--- config.mk ---
export PLATFORM = sky130hd
export DESIGN_NAME = hal_top
export DESIGN_NICKNAME = d
export VERILOG_FILES = /design/src/logic/hal_pkg.sv /design/src/logic/hal_hyst.sv /design/src/logic/hal_pin.sv /design/src/logic/hal_top.sv
export SDC_FILE = /design/constraint.sdc
export NUM_CORES = 1
export LEC_CHECK = 0
export ABC_AREA = 1
export BUFFER_PORTS_ARGS = -buffer_cell sky130_fd_sc_hd__buf_2
export CORE_UTILIZATION = 30
export CTS_CLUSTER_SIZE = 40
export DETAILED_ROUTE_END_ITERATION = 10
export PLACE_DENSITY = 0.45
export SYNTH_ARGS = -nofsm -noshare
export SYNTH_HDL_FRONTEND = slang
export SYNTH_SLANG_ARGS = --single-unit
--- constraint.sdc ---
create_clock -name clk -period 4.4 [get_ports clk]
set_clock_uncertainty 0.2 [all_clocks]
set_input_delay 0.22 -clock clk [delete_from_list [all_inputs] [get_ports clk]]
set_output_delay 0.22 -clock clk [all_outputs]
set_load 0.01 [all_outputs]
--- src/logic/hal_pkg.sv ---
// Contract
// - The upper alarm turns on when the humidity reading is at or above the upper set level.
// - An active upper alarm stays on until the reading falls to the upper clear level.
// - The lower alarm turns on at or below the lower set level and turns off once the reading rises to the lower clear level.
// - Each of the four threshold registers is 14 bits wide and is compared directly with the 14-bit result.
// - Setup bits 8:7 configure the lower pin and bits 10:9 the upper pin, each on its own.
// - A polarity bit of 0 makes the asserted level high and a 1 makes it low.
// - A driver bit of 0 selects push-pull and a 1 selects open-drain, which only pulls low or releases.
// - With the lower pin inverted, the lower set level acts as a high-style clear level and the lower clear level as a high-style set level.
// - With the upper pin inverted, the two upper thresholds swap meaning, so the pin works as a low alarm.
// - In the pulse-density variant only the upper alarm works.
// - Setup bit 12 selects push-pull or open-drain for the ready pin, in the serial-bus variant only.
// - Setup bit 13 selects a command window of 10 ms when 0 and 3 ms when 1.
// - Upper thresholds reset to all ones and lower thresholds to zero.
// - Alarm evaluation follows each fresh conversion result.
package hal_pkg;
  localparam int          RES_W         = 14;
  localparam logic [3:0]  OFS_UP_SET    = 4'h0;
  localparam logic [3:0]  OFS_UP_CLR    = 4'h1;
  localparam logic [3:0]  OFS_LO_SET    = 4'h2;
  localparam logic [3:0]  OFS_LO_CLR    = 4'h3;
  localparam logic [3:0]  OFS_SETUP     = 4'h4;
  localparam logic [3:0]  OFS_STATUS    = 4'h5;
  localparam logic [3:0]  OFS_MASK      = 4'h6;
  localparam logic [3:0]  OFS_RESULT    = 4'h7;
  localparam logic [13:0] RST_UP        = 14'h3FFF;
  localparam logic [13:0] RST_LO        = 14'h0000;
  localparam logic [15:0] RST_SETUP     = 16'h0028;
  localparam int          BIT_LO_POL    = 7;
  localparam int          BIT_LO_OD     = 8;
  localparam int          BIT_UP_POL    = 9;
  localparam int          BIT_UP_OD     = 10;
  localparam int          BIT_RDY_OD    = 12;
  localparam int          BIT_FAST      = 13;
  localparam int          ADDR_MSB      = 6;
  localparam int          CLK_HZ        = 40_000_000;
  localparam int          WIN_LONG_MS   = 10;
  localparam int          WIN_SHORT_MS  = 3;
  localparam int          WIN_LONG_CYC  = CLK_HZ / 1000 * WIN_LONG_MS;
  localparam int          WIN_SHORT_CYC = CLK_HZ / 1000 * WIN_SHORT_MS;
  localparam int          ST_UP_ON      = 0;
  localparam int          ST_UP_OFF     = 1;
  localparam int          ST_LO_ON      = 2;
  localparam int          ST_LO_OFF     = 3;
  localparam int          ST_W          = 4;
endpackage : hal_pkg

--- src/logic/hal_hyst.sv ---
`timescale 1ns/100ps
module hal_hyst (
  // Clock and reset
  input  wire logic             clk,
  input  wire logic             rst_n,
  // Result
  input  wire logic             res_vld,
  input  wire logic [hal_pkg::RES_W-1:0] res,
  // Thresholds after any swap, and the comparison style they are used with
  input  wire logic [hal_pkg::RES_W-1:0] on_lvl,
  input  wire logic [hal_pkg::RES_W-1:0] off_lvl,
  input  wire logic             low_style,
  // State
  output logic                  alarm_reg
);
  import hal_pkg::*;

  logic alarm_next;

  always_comb begin
    alarm_next = alarm_reg;
    if (!low_style) begin
      if (!alarm_reg && res >= on_lvl)
        alarm_next = 1'b1;
      else if (alarm_reg && res <= off_lvl)
        alarm_next = 1'b0;
    end else begin
      if (!alarm_reg && res <= on_lvl)
        alarm_next = 1'b1;
      else if (alarm_reg && res >= off_lvl)
        alarm_next = 1'b0;
    end
  end

  always_ff @(posedge clk) begin
    if (!rst_n)
      alarm_reg <= 1'b0;
    else if (res_vld)
      alarm_reg <= alarm_next;
  end
endmodule : hal_hyst

--- src/logic/hal_pin.sv ---
`timescale 1ns/100ps
module hal_pin (
  // Clock and reset
  input  wire logic clk,
  input  wire logic rst_n,
  // Control
  input  wire logic state,
  input  wire logic invert,
  input  wire logic open_drain,
  input  wire logic enable,
  // Pin
  output logic      pin_o_reg,
  output logic      pin_oe_reg
);
  logic lvl;

  // Disabled pin rests high, so an open-drain driver lets it go
  assign lvl = enable ? (state ^ invert) : 1'b1;

  always_ff @(posedge clk) begin
    if (!rst_n) begin
      pin_o_reg  <= 1'b0;
      pin_oe_reg <= 1'b0;
    end else begin
      pin_o_reg  <= open_drain ? 1'b0 : lvl;
      pin_oe_reg <= open_drain ? !lvl : 1'b1;
    end
  end
endmodule : hal_pin

--- src/logic/hal_top.sv ---
// The register addresses and register access over Avalon-MM were left to the implementer.
`timescale 1ns/100ps
module hal_top #(
  parameter bit PDM_VARIANT = 1'b0,
  parameter int WIN_LONG    = hal_pkg::WIN_LONG_CYC,
  parameter int WIN_SHORT   = hal_pkg::WIN_SHORT_CYC
) (
  // Clock and reset
  input  wire logic             clk,
  input  wire logic             rst_n,
  // Avalon-MM slave
  input  wire logic [5:0]       avs_address,
  input  wire logic             avs_read,
  input  wire logic             avs_write,
  input  wire logic [31:0]      avs_writedata,
  input  wire logic [3:0]       avs_byteenable,
  output logic [31:0]           avs_readdata,
  output logic                  avs_waitrequest,
  // Conversion result
  input  wire logic             res_vld,
  input  wire logic [hal_pkg::RES_W-1:0] res,
  // Alarm pins
  output logic                  up_pin_o,
  output logic                  up_pin_oe,
  output logic                  lo_pin_o,
  output logic                  lo_pin_oe,
  // Ready pin and setup decode
  input  wire logic             ready_in,
  output logic                  rdy_pin_o,
  output logic                  rdy_pin_oe,
  output logic [hal_pkg::ADDR_MSB:0] bus_slave_address,
  output logic                  cmd_window_open,
  // Interrupt
  output logic                  irq
);
  import hal_pkg::*;

  // ****************************************
  // Registers
  // ****************************************
  logic [RES_W-1:0] up_set_reg, up_clr_reg, lo_set_reg, lo_clr_reg, res_reg;
  logic [15:0]      setup_reg;
  logic [ST_W-1:0]  status_reg, mask_reg, event_vec;
  logic             ack_reg;
  logic [23:0]      win_cnt_reg;
  logic             up_alarm, lo_alarm, up_prev_reg, lo_prev_reg;
  logic [3:0]       idx;
  logic             hit, wr_lo, wr_hi;

  assign idx   = avs_address[5:2];
  assign hit   = (avs_read || avs_write) && !ack_reg;
  // Writes land on the completing edge, while the master still holds them
  assign wr_lo = avs_write && ack_reg && avs_byteenable[0];
  assign wr_hi = avs_write && ack_reg && avs_byteenable[1];

  function automatic logic [15:0] merge16(input logic [15:0] old, input logic [31:0] d,
                                          input logic lo, input logic hi);
    merge16 = {hi ? d[15:8] : old[15:8], lo ? d[7:0] : old[7:0]};
  endfunction : merge16

  // One wait state: answer on the cycle after the request is seen
  always_ff @(posedge clk) begin
    if (!rst_n)
      ack_reg <= 1'b0;
    else
      ack_reg <= hit;
  end

  always_ff @(posedge clk) begin
    if (!rst_n)
      avs_waitrequest <= 1'b1;
    else
      avs_waitrequest <= !hit;
  end

  always_ff @(posedge clk) begin
    if (!rst_n) begin
      up_set_reg <= RST_UP;
      up_clr_reg <= RST_UP;
      lo_set_reg <= RST_LO;
      lo_clr_reg <= RST_LO;
      setup_reg  <= RST_SETUP;
      mask_reg   <= '0;
    end else if (wr_lo || wr_hi) begin
      unique case (idx)
        OFS_UP_SET: up_set_reg <= RES_W'(merge16({2'b00, up_set_reg}, avs_writedata, wr_lo, wr_hi));
        OFS_UP_CLR: up_clr_reg <= RES_W'(merge16({2'b00, up_clr_reg}, avs_writedata, wr_lo, wr_hi));
        OFS_LO_SET: lo_set_reg <= RES_W'(merge16({2'b00, lo_set_reg}, avs_writedata, wr_lo, wr_hi));
        OFS_LO_CLR: lo_clr_reg <= RES_W'(merge16({2'b00, lo_clr_reg}, avs_writedata, wr_lo, wr_hi));
        OFS_SETUP:  setup_reg  <= merge16(setup_reg, avs_writedata, wr_lo, wr_hi);
        OFS_MASK:   mask_reg   <= ST_W'(merge16({12'h000, mask_reg}, avs_writedata, wr_lo, wr_hi));
        default:    ;
      endcase
    end
  end

  // Read data is registered; unmapped words read zero
  always_ff @(posedge clk) begin
    if (!rst_n)
      avs_readdata <= 32'h0000_0000;
    else if (avs_read && hit) begin
      unique case (idx)
        OFS_UP_SET: avs_readdata <= {18'h00000, up_set_reg};
        OFS_UP_CLR: avs_readdata <= {18'h00000, up_clr_reg};
        OFS_LO_SET: avs_readdata <= {18'h00000, lo_set_reg};
        OFS_LO_CLR: avs_readdata <= {18'h00000, lo_clr_reg};
        OFS_SETUP:  avs_readdata <= {16'h0000, setup_reg};
        OFS_STATUS: avs_readdata <= {28'h0000000, status_reg};
        OFS_MASK:   avs_readdata <= {28'h0000000, mask_reg};
        OFS_RESULT: avs_readdata <= {14'h0000, lo_alarm, up_alarm, 2'b00, res_reg};
        default:    avs_readdata <= 32'h0000_0000;
      endcase
    end
  end

  always_ff @(posedge clk) begin
    if (!rst_n)
      res_reg <= RST_LO;
    else if (res_vld)
      res_reg <= res;
  end

  // ****************************************
  // Alarm evaluation
  // ****************************************
  logic up_inv, lo_inv, lo_en;
  assign up_inv = setup_reg[BIT_UP_POL];
  assign lo_inv = setup_reg[BIT_LO_POL];
  assign lo_en  = !PDM_VARIANT;

  // Inverted upper pin: pair swapped, low-style comparison
  hal_hyst u_up (
    .clk       (clk),
    .rst_n     (rst_n),
    .res_vld   (res_vld),
    .res       (res),
    .on_lvl    (up_inv ? up_clr_reg : up_set_reg),
    .off_lvl   (up_inv ? up_set_reg : up_clr_reg),
    .low_style (up_inv),
    .alarm_reg (up_alarm)
  );

  // Inverted lower pin: roles swap into a high-style alarm
  hal_hyst u_lo (
    .clk       (clk),
    .rst_n     (rst_n),
    .res_vld   (res_vld && lo_en),
    .res       (res),
    .on_lvl    (lo_inv ? lo_clr_reg : lo_set_reg),
    .off_lvl   (lo_inv ? lo_set_reg : lo_clr_reg),
    .low_style (!lo_inv),
    .alarm_reg (lo_alarm)
  );

  // ****************************************
  // Pins
  // ****************************************
  hal_pin u_up_pin (
    .clk        (clk),
    .rst_n      (rst_n),
    .state      (up_alarm),
    .invert     (up_inv),
    .open_drain (setup_reg[BIT_UP_OD]),
    .enable     (1'b1),
    .pin_o_reg  (up_pin_o),
    .pin_oe_reg (up_pin_oe)
  );

  hal_pin u_lo_pin (
    .clk        (clk),
    .rst_n      (rst_n),
    .state      (lo_alarm),
    .invert     (lo_inv),
    .open_drain (setup_reg[BIT_LO_OD] || PDM_VARIANT),
    .enable     (lo_en),
    .pin_o_reg  (lo_pin_o),
    .pin_oe_reg (lo_pin_oe)
  );

  always_ff @(posedge clk) begin
    if (!rst_n) begin
      rdy_pin_o  <= 1'b0;
      rdy_pin_oe <= 1'b0;
    end else if (!PDM_VARIANT && setup_reg[BIT_RDY_OD]) begin
      rdy_pin_o  <= 1'b0;
      rdy_pin_oe <= !ready_in;
    end else begin
      rdy_pin_o  <= ready_in;
      rdy_pin_oe <= 1'b1;
    end
  end

  always_ff @(posedge clk) begin
    if (!rst_n)
      bus_slave_address <= RST_SETUP[ADDR_MSB:0];
    else
      bus_slave_address <= setup_reg[ADDR_MSB:0];
  end

  // Window counts from reset release; length read from setup at each cycle
  always_ff @(posedge clk) begin
    if (!rst_n) begin
      win_cnt_reg     <= '0;
      cmd_window_open <= 1'b0;
    end else begin
      if (32'(win_cnt_reg) < WIN_LONG)
        win_cnt_reg <= win_cnt_reg + 24'h000001;
      cmd_window_open <= 32'(win_cnt_reg) < (setup_reg[BIT_FAST] ? WIN_SHORT : WIN_LONG);
    end
  end

  // ****************************************
  // Interrupts
  // ****************************************
  always_ff @(posedge clk) begin
    if (!rst_n) begin
      up_prev_reg <= 1'b0;
      lo_prev_reg <= 1'b0;
    end else begin
      up_prev_reg <= up_alarm;
      lo_prev_reg <= lo_alarm;
    end
  end

  assign event_vec = {lo_prev_reg & !lo_alarm, !lo_prev_reg & lo_alarm,
                      up_prev_reg & !up_alarm, !up_prev_reg & up_alarm};

  // Set wins over the clear-on-read
  always_ff @(posedge clk) begin
    if (!rst_n)
      status_reg <= '0;
    else if (avs_read && hit && idx == OFS_STATUS)
      status_reg <= event_vec;
    else
      status_reg <= status_reg | event_vec;
  end

  always_ff @(posedge clk) begin
    if (!rst_n)
      irq <= 1'b0;
    else
      irq <= |(status_reg & mask_reg);
  end
endmodule : hal_top

### Word-level counts from Yosys, hierarchy flattened

Index checks and enable logic that the tools add are counted.
W data, S select, Z words.

* multiply operators: 0
* div/mod/pow operators: 0
* shifts and indexed selects: 0
* muxes and demuxes: 20
* eq/ne operators: 9
* add/subtract/negate cells: 1
* $lt $le $gt $ge: 10
* bitwise gates (word level): 9
* reduce and logical (&&, ||, !) cells: 45

Operator list (count)
* $pmux W18 S8: 1
* $ge A14 B14 Y1: 4
* $le A14 B14 Y1: 4
* $mux W14: 4
* $reduce_and A3 Y1: 13
* $add A24 B1 Y24 const B: 1
* $lt A24 B19 Y1: 1
* $lt A24 B19 Y1 const B: 1
* $mux W19: 1
* $eq A4 B3 Y1 const B: 4
* $logic_and A1 B1 Y1: 14
* $mux W1: 13
* $logic_not A1 Y1: 9
* $eq A4 B2 Y1 const B: 2
* $ne A3 B1 Y1 const B: 2
* $reduce_bool A3 Y1: 2
* $reduce_or A2 Y1: 3
* $and A1 B1 Y1: 4
* $and A4 B4 Y4: 1
* $eq A4 B1 Y1 const B: 1
* $logic_not A4 Y1: 1
* $mux W4: 1
* $or A4 B4 Y4: 1
* $reduce_or A4 Y1: 1
* other kinds (3): 5

* output and inout bits: 48
* latch bits: 0
* register bits after elaboration: 171
* memory bits (writable): 0
* word-level logic and storage cells: 124
* memories: 0
* bits of input ports: 62
* ROM bits: 0

### Longest topological paths before layout

Gate-level depths: netlist (run 1).

* depth in word-level cells: 6
* mapped depth: 18

### Modules after synthesis

Synthesis (run 1) repeated with hierarchy kept, for this count alone.

* cell total of the unflattened synthesis: 1397
* area total of the unflattened synthesis: 9331.4 um2

Modules (own cells, without submodules)
* hal_top: cells an instance 1091, times used 1, area an instance 7427.1 um2
* hal_hyst: cells an instance 139, times used 2, area an instance 863.3 um2
* hal_pin: cells an instance 14, times used 2, area an instance 88.8 um2

### Least setup slack after synthesis (run 1)

Ideal clock, no wire load.

* kind: flip-flop to flip-flop
* from: register setup_reg[9]
* to: register u_up.alarm_reg
* setup slack: 2112 ps
* setup time: 114 ps
* buffers on the path: 2
* stages on the path, launching flop included: 16
* arrival: 1974 ps
* cells stage by stage: dfxtp_1 > clkbuf_1 > clkbuf_1 > nand2_1 > o21ai_0 > ha_1 > nand2_1 > inv_1 > nand2_1 > nand2_1 > a21oi_1 > nand2_1 > nand2_1 > nand3_1 > a21oi_1 > nor2_1

* longest elaborated chain between the ends: 5
* elaborated cells between the ends (all ways): 16
* classes of those cells: order compare: 4; eq/ne: 1; mux: 5; reduce/logical: 6

Ends and longest elaborated chain
* from (decl): line hal_top.sv:42 `logic [15:0] setup_reg;`
* from (signal assigned): line hal_top.sv:90 `OFS_SETUP: setup_reg <= merge16(setup_reg, avs_writedata, wr_lo, wr_hi);`
* $mux W14, on equally long branches: line hal_top.sv:138, hal_top.sv:137
* $ge A14 B14 Y1 (tied with other cells): line hal_hyst.sv:30 `else if (alarm_reg && res >= off_lvl)`
* $logic_and A1 B1 Y1, on equally long branches
* $ne A3 B1 Y1 (no source line) (tied with other cells)
* $reduce_and A3 Y1 (no source line) or $mux W1 (tied branches)
* to (signal assigned): line hal_hyst.sv:39 `alarm_reg <= alarm_next;`
* to (decl): line hal_hyst.sv:14 `output logic alarm_reg`

Parallel ways exist; a longest one is shown, timed or not.
A chain may end at the register's enable or synchronous reset.

### Worst setup path after layout (run 1)

Same ends and word-level chain as after synthesis.

==> qor.csv, run 1 <==
stage,metric,value,unit
outcome,run_status,"finished, final reports clean",
floorplan,start_util,30.6,%
final_layout,largest_register_ff_count,24,
floorplan,num_rows,62,
timing,worst_pin_slew,0.792,ns
timing,layout_min_cycle_time,2.79,ns
worst_setup_path,start_kind,register,
floorplan,die_x,173,um
power,power_density,316,nW/um^2
synth,ys_seq_area_share,35.7,%
final_layout,area_delta_synth_final,17.1,%
final_layout,n_antenna_cell,0,
detailed_routing,drt_iter0_drc,442,
power,p_clk_share,46.6,%
final_layout,stdcell_count,1742,
clocking,clk_pin_slew_worst_paths,0.07,ns
synth,syn_inst,1264,
power,switching_share,26.3,%
place,globalplace.congestion,0.817,
timing,fmaxAchievable,358,MHz
global_route,grt_pass1_vias,7801,
synth,synth-main-ff-cell,dfxtp_1,
clocking,cts.path.max_buffers,2,
worst_setup_path,crit_path_end_kind,register,
synth,ys_warn_count,0,
global_route,overflow,0,
worst_setup_path,ff2ff_path_depth,12,
clocking,htree_levels,4,
final_layout,multiInputGateArea,4800,sq um
synth,synth_edf_count,0,
floorplan,core_area,28800,sq um
detailed_routing,final_antenna_net_count,0,
place,portBuffers,75,
worst_hold_path,min_path_type,primary input to register,
worst_setup_path,worstSetupPathType,register to register,
detailed_routing,drt_first_pass_iters,4,
timing,maxSlewViolCount,0,
clocking,cts_tree,yes,
floorplan,dieArea,30000,sq um
synth,yosysTopAreaCell,dfxtp_1,
final_layout,layout-drive-gt1-share,11.1,%
synth,ys_ff_latch,157,
power,p_leak,0.00470,uW
power,intPower,2410,uW
synth,yosysTopAreaCellShare,35.7,%
timing,hold_viol,0,
detailed_routing,via_per_inst,4.68,
global_route,antenna_found_initial,0,
detailed_routing,wl,26.8,mm
timing,period_share,63.5,%
synth,netlist_top_cells_area,"dfxtp_1 (36%), nand2_1 (13%), ha_1 (9.2%)",
global_route,grt_pass1_wl,42.6,mm
synth,yosysMostFrequentCell,nand2_1,
timing,slew_headroom,47.0,%
synth,async_reset_ff_share,0,%
power,vdd_drop_max,0.287,mV
clocking,clock-sinks,157,
final_layout,register_area,3140,sq um
timing,setup_violations,0,
detailed_routing,drc,0,
job,drv_cap,0,
global_route,gr-usage-all-layers,18.4,%
floorplan,pin_count,110,
synth,synth_area,8800,sq um
clocking,cts_buffers,17,
worst_hold_path,whs_path_depth,2,
worst_setup_path,rrSetupSlack,1.61,ns
clocking,clk_latency,0.44,ns
floorplan,die_y,173,um
synth,netlist_top_cells_count,"nand2_1 (315), dfxtp_1 (157), o21ai_0 (146)",
detailed_routing,vias,8161,
clocking,cts_resized,0,
timing,rsz0062_at_grt,false,
global_route,grt_max_degree,76,
clocking,cts_root_buffer,clkbuf_16,
place,dp_cells,1677,
final_layout,final_nets,1472,
timing,tns,0,ns
final_layout,fill_cells,3150,
power,combPwrFrac,8.6,%
power,p_seq_share,44.8,%
synth,avgSynthCellArea,6.96,sq um
worst_setup_path,critPathMaxFanout,43,
worst_setup_path,worstPathRequired,4.54,ns
place,place.detailed.hpwl,19.7,mm
power,switchingPower,857,uW
synth,yosysUniqueCellTypes,37,
worst_setup_path,worstPathArrival,2.93,ns
detailed_routing,wl_per_cell,15.4,um
## metrics by stage
step / hold WS [ns] / cell area (sq um) / setup WS [ns] / total power [uW] / util (%)
6_report: 0.0373 / 10300 / 1.61 / 3260 / 35.8
5_1_grt: 0.0396 / 10300 / 1.34 / 3410 / 35.8
4_1_cts: 0.0209 / 10300 / 1.61 / 3310 / 35.8
3_5_place_dp: 0.216 / 9380 / 1.63 / 1750 / 32.6
3_3_place_gp: 0.214 / 9380 / 1.63 / 1750 / 32.6
2_1_floorplan: 0.116 / 8850 / 2.11 / 1650 / -
## layout by cell type, fill, tap and decap left out, drive strengths merged, types with 10 or more instances in the layout
cell type / netlist / final
nand4: 12 / 12
nor3: 10 / 10
a21oi: 101 / 101
inv: 143 / 149
nor2: 124 / 124
nand2: 322 / 322
nand3: 44 / 44
conb: 1 / 14
buf: 33 / 80
ha: 65 / 65
o22ai: 16 / 16
xor2: 11 / 11
dfxtp: 157 / 157
clkbuf: 31 / 18
o21ai: 156 / 156
dlygate4sd3: 0 / 33
o211ai: 17 / 17
## kinds of logic (layout without fill, tap and decap cells)
group                    count (synthesis)  count (layout)  synth area share (%)
other                                    1              14                0.0426
adder cells (fa/ha/maj)                 65              65                  9.24
buffers and inverters                  208             289                  10.3
XOR/XNOR                                18              18                  1.79
flip-flops                             157             157                  35.7
AO/OA/AOI/OAI                          301             301                  18.6
AND/OR/NAND/NOR                        514             514                  24.3
## worst paths after layout
| kind | endpoint | from |
|---|---|---|
| worst max-delay path | u_up.alarm_reg | setup_reg[9] |
| worst max register to register | u_up.alarm_reg | setup_reg[9] |
| worst min-delay path | up_clr_reg[9] | rst_n |
| worst min register to register | win_cnt_reg[23] | win_cnt_reg[23] |
## cell type report
class                   count  area share, %
well taps                 384           4.66
repair buffers            113           7.23
flip-flops and latches    157           30.5
inverters                 144           5.27
multi-input cells         912           46.6
clock buffers              18           4.26
clock inverters            14           1.52
## repair_timing
action / 4_1_cts / 5_1_grt
hold buffers: 33 / 0
endpoints found under the hold margin: 83 / 0
buffers inserted: 0 / 0
## layer usage
| layer | routed length (um) | track usage (%) |
|---|---|---|
| met1 | 12700 | 23.0 |
| met2 | 12800 | 31.6 |
| met3 | 782 | 3.00 |
| met4 | 608 | 6.82 |
| met5 | 0 | 0 |
## worst max-delay path, cell delays in order, from the launching register on
cell	delay, ns
dfxtp_1	0.66
buf_4	0.44
o21ai_0	0.21
ha_1	0.31
nand2_1	0.06
nor2_1	0.17
nand2_1	0.07
nand3_1	0.10
nand2_1	0.09
nand3_1	0.09
nand3_1	0.10
a21oi_1	0.13
nor2_1	0.05
## power by group through the flow
stage / sequential [uW] / combinational, uW / clock (uW)
final: 1460 / 280 / 1520
after CTS: 1460 / 284 / 1570
after detailed placement: 1490 / 260 / 0
after global placement: 1490 / 258 / 0
after floorplan: 1490 / 161 / 0
after global routing: 1460 / 317 / 1620
(Power assumes the default switching activity.)
==> run 2: changes to the inputs <==
- clock period: 4.4 -> 2.6 ns (I/O delays scaled with it)
==> run 2 against run 1 <==
Combinational power is 73% higher; non-clock buffer count is 11 higher; total power is 69% higher; clock power is 68% higher; flip-flop and latch count stayed put; register-to-register slack worse by 1.4 ns; worst hold slack better by 0.027 ns; setup slack worse by 1.4 ns.
==> qor.csv, run 2 (synthesis gave the netlist of run 1 again) <==
stage,metric,value,unit
global_route,grt_pass1_vias,7821,
global_route,antenna_found_initial,0,
outcome,run_status,"finished, final reports clean",
timing,layout_min_cycle_time,2.35,ns
clocking,cts.path.max_buffers,2,
floorplan,die_x,173,um
worst_setup_path,worstPathRequired,2.77,ns
power,intPower,4050,uW
global_route,grt_pass1_wl,42.7,mm
place,globalplace.congestion,0.825,
worst_setup_path,worstSetupPathType,register to register,
detailed_routing,wl_per_cell,15.4,um
timing,slew_headroom,66.5,%
worst_setup_path,worstPathArrival,2.52,ns
global_route,overflow,0,
clocking,clk_pin_slew_worst_paths,0.07,ns
detailed_routing,wl,27.0,mm
worst_setup_path,rrSetupSlack,0.25,ns
power,switchingPower,1460,uW
job,drv_cap,0,
final_layout,stdcell_count,1753,
global_route,gr-usage-all-layers,18.4,%
timing,fmaxAchievable,426,MHz
power,combPwrFrac,8.8,%
worst_setup_path,cpMostUsedCell,nand2_1,
detailed_routing,drt_first_pass_iters,5,
clocking,cts_root_buffer,clkbuf_16,
timing,holdWs,0.0645,ns
power,p_leak,0.00476,uW
final_layout,largest_register_ff_count,24,
final_layout,n_antenna_cell,0,
timing,worst_slack,0.250,ns
timing,maxSlewViolCount,0,
detailed_routing,final_antenna_net_count,0,
floorplan,start_util,30.6,%
power,p_seq_share,44.9,%
worst_setup_path,cp_slowest_stage_delay,0.40,ns
timing,rsz0062_at_grt,false,
worst_setup_path,slowest_stage,dfxtp_1,
clocking,clock-sinks,157,
floorplan,dieArea,30000,sq um
timing,hold_viol,0,
worst_setup_path,critPathMaxFanout,15,
power,power_density,528,nW/um^2
worst_setup_path,crit_path_end_kind,register,
final_layout,area_delta_synth_final,18.6,%
final_layout,layout-drive-gt1-share,11.6,%
worst_setup_path,path_delay_family,simple AND/OR/NAND/NOR gates,
final_layout,mostFrequentLayoutCells,"nand2_1 (315), dfxtp_1 (157), o21ai_0 (146)",
place,preCtsSetupSlack,0.232,ns
timing,period_share,90.4,%
final_layout,final_common_cell,nand2_1,
clocking,cts_buffers,17,
worst_setup_path,critPathBufInv,3,
worst_setup_path,crit_chain,inv_1 > buf_4 > nand2_1 > o21ai_0 > ha_1 > nand2_1 > nor2_2 > inv_1 > nor2_2 > nand2_1 > nand2_1 > nand2_1 > nand2_1 > nand2_1 > nand2_1 > nand2_1 > nor2_1,
place,portBuffers,75,
timing,tns,0,ns
power,switching_share,26.4,%
worst_hold_path,min_path_type,primary input to register,
floorplan,num_rows,62,
detailed_routing,drt_iter0_drc,485,
floorplan,die_y,173,um
floorplan,pin_count,110,
power,finalPower,5510,uW
floorplan,core_area,28800,sq um
power,vdd_drop_max,0.429,mV
power,p_clk_share,46.3,%
detailed_routing,via_per_inst,4.67,
clocking,cts_tree,yes,
global_route,grt_max_degree,113,
detailed_routing,drc,0,
detailed_routing,vias,8178,
timing,worst_pin_slew,0.501,ns
place,dp_cells,1684,
clocking,clk_latency,0.44,ns
timing,setup_violations,0,
final_layout,final_nets,1483,
place,place.detailed.hpwl,19.9,mm
worst_setup_path,start_kind,register,
clocking,htree_levels,4,
-- run 2: cell types whose count changed in the layout (fill, tap and decap cells not counted), sizes merged --
cell	change
inv	-2
buf	+7
clkinv	+2
dlygate4sd3	+4
-- run 2: final cells by class --
cell class | instances | area [sq um]
multi-input combinational | 912 | 4810
timing repair buffer | 124 | 876
fill | 3097 | 18300
sequential | 157 | 3140
tap | 384 | 480
clock inverter | 14 | 160
inverter | 144 | 543
clock buffer | 18 | 429
-- run 2: path summary, 6_finish.rpt --
check | from | endpoint | cells past startpoint
max | setup_reg[7] | u_lo.alarm_reg | 17
min | avs_address[2] | avs_readdata[16] | 7
max reg2reg | setup_reg[7] | u_lo.alarm_reg | 17
min reg2reg | win_cnt_reg[20] | win_cnt_reg[20] | 2
-- run 2: timing repair --
item	CTS	global route
setup endpoints to repair	0	1
gates resized for setup	0	2
hold endpoints to repair	103	0
setup buffers	0	0
hold buffers	37	0
-- run 2: metrics by stage --
| stage | instance area (sq um) | utilization, % |
|---|---|---|
| floorplan | 8850 | - |
| global placement | 9470 | 32.9 |
| detailed placement | 9470 | 32.9 |
| CTS | 10400 | 36.3 |
| global route | 10400 | 36.3 |
| finish | 10400 | 36.3 |
-- run 2: power by group through the flow --
stage / Clock, uW / Sequential, uW / Combinational (uW)
floorplan: 0 / 2530 / 272
global placement: 0 / 2530 / 443
detailed placement: 0 / 2530 / 445
CTS: 2610 / 2470 / 492
global route: 2700 / 2480 / 550
finish: 2550 / 2470 / 485
-- run 2: routing by layer --
layer,vias up,wire [um],part of all wire [%],global-route usage (%)
met3,30,778,2.9,2.81
met2,132,12900,48,31.5
met1,3711,12700,47,23.3
met5,-,0,0,0
li1,4305,-,-,-
met4,0,578,2.1,6.75
-- run 2: worst reg2reg max path: stages (launching register included) --
cell and delay (ns):
dfxtp_1 0.40, inv_1 0.08, buf_4 0.19, nand2_1 0.07, o21ai_0 0.08, ha_1 0.30
nand2_1 0.08, nor2_2 0.17, inv_1 0.07, nor2_2 0.16, nand2_1 0.09, nand2_1 0.07
nand2_1 0.04, nand2_1 0.05, nand2_1 0.06, nand2_1 0.05, nand2_1 0.04, nor2_1 0.10
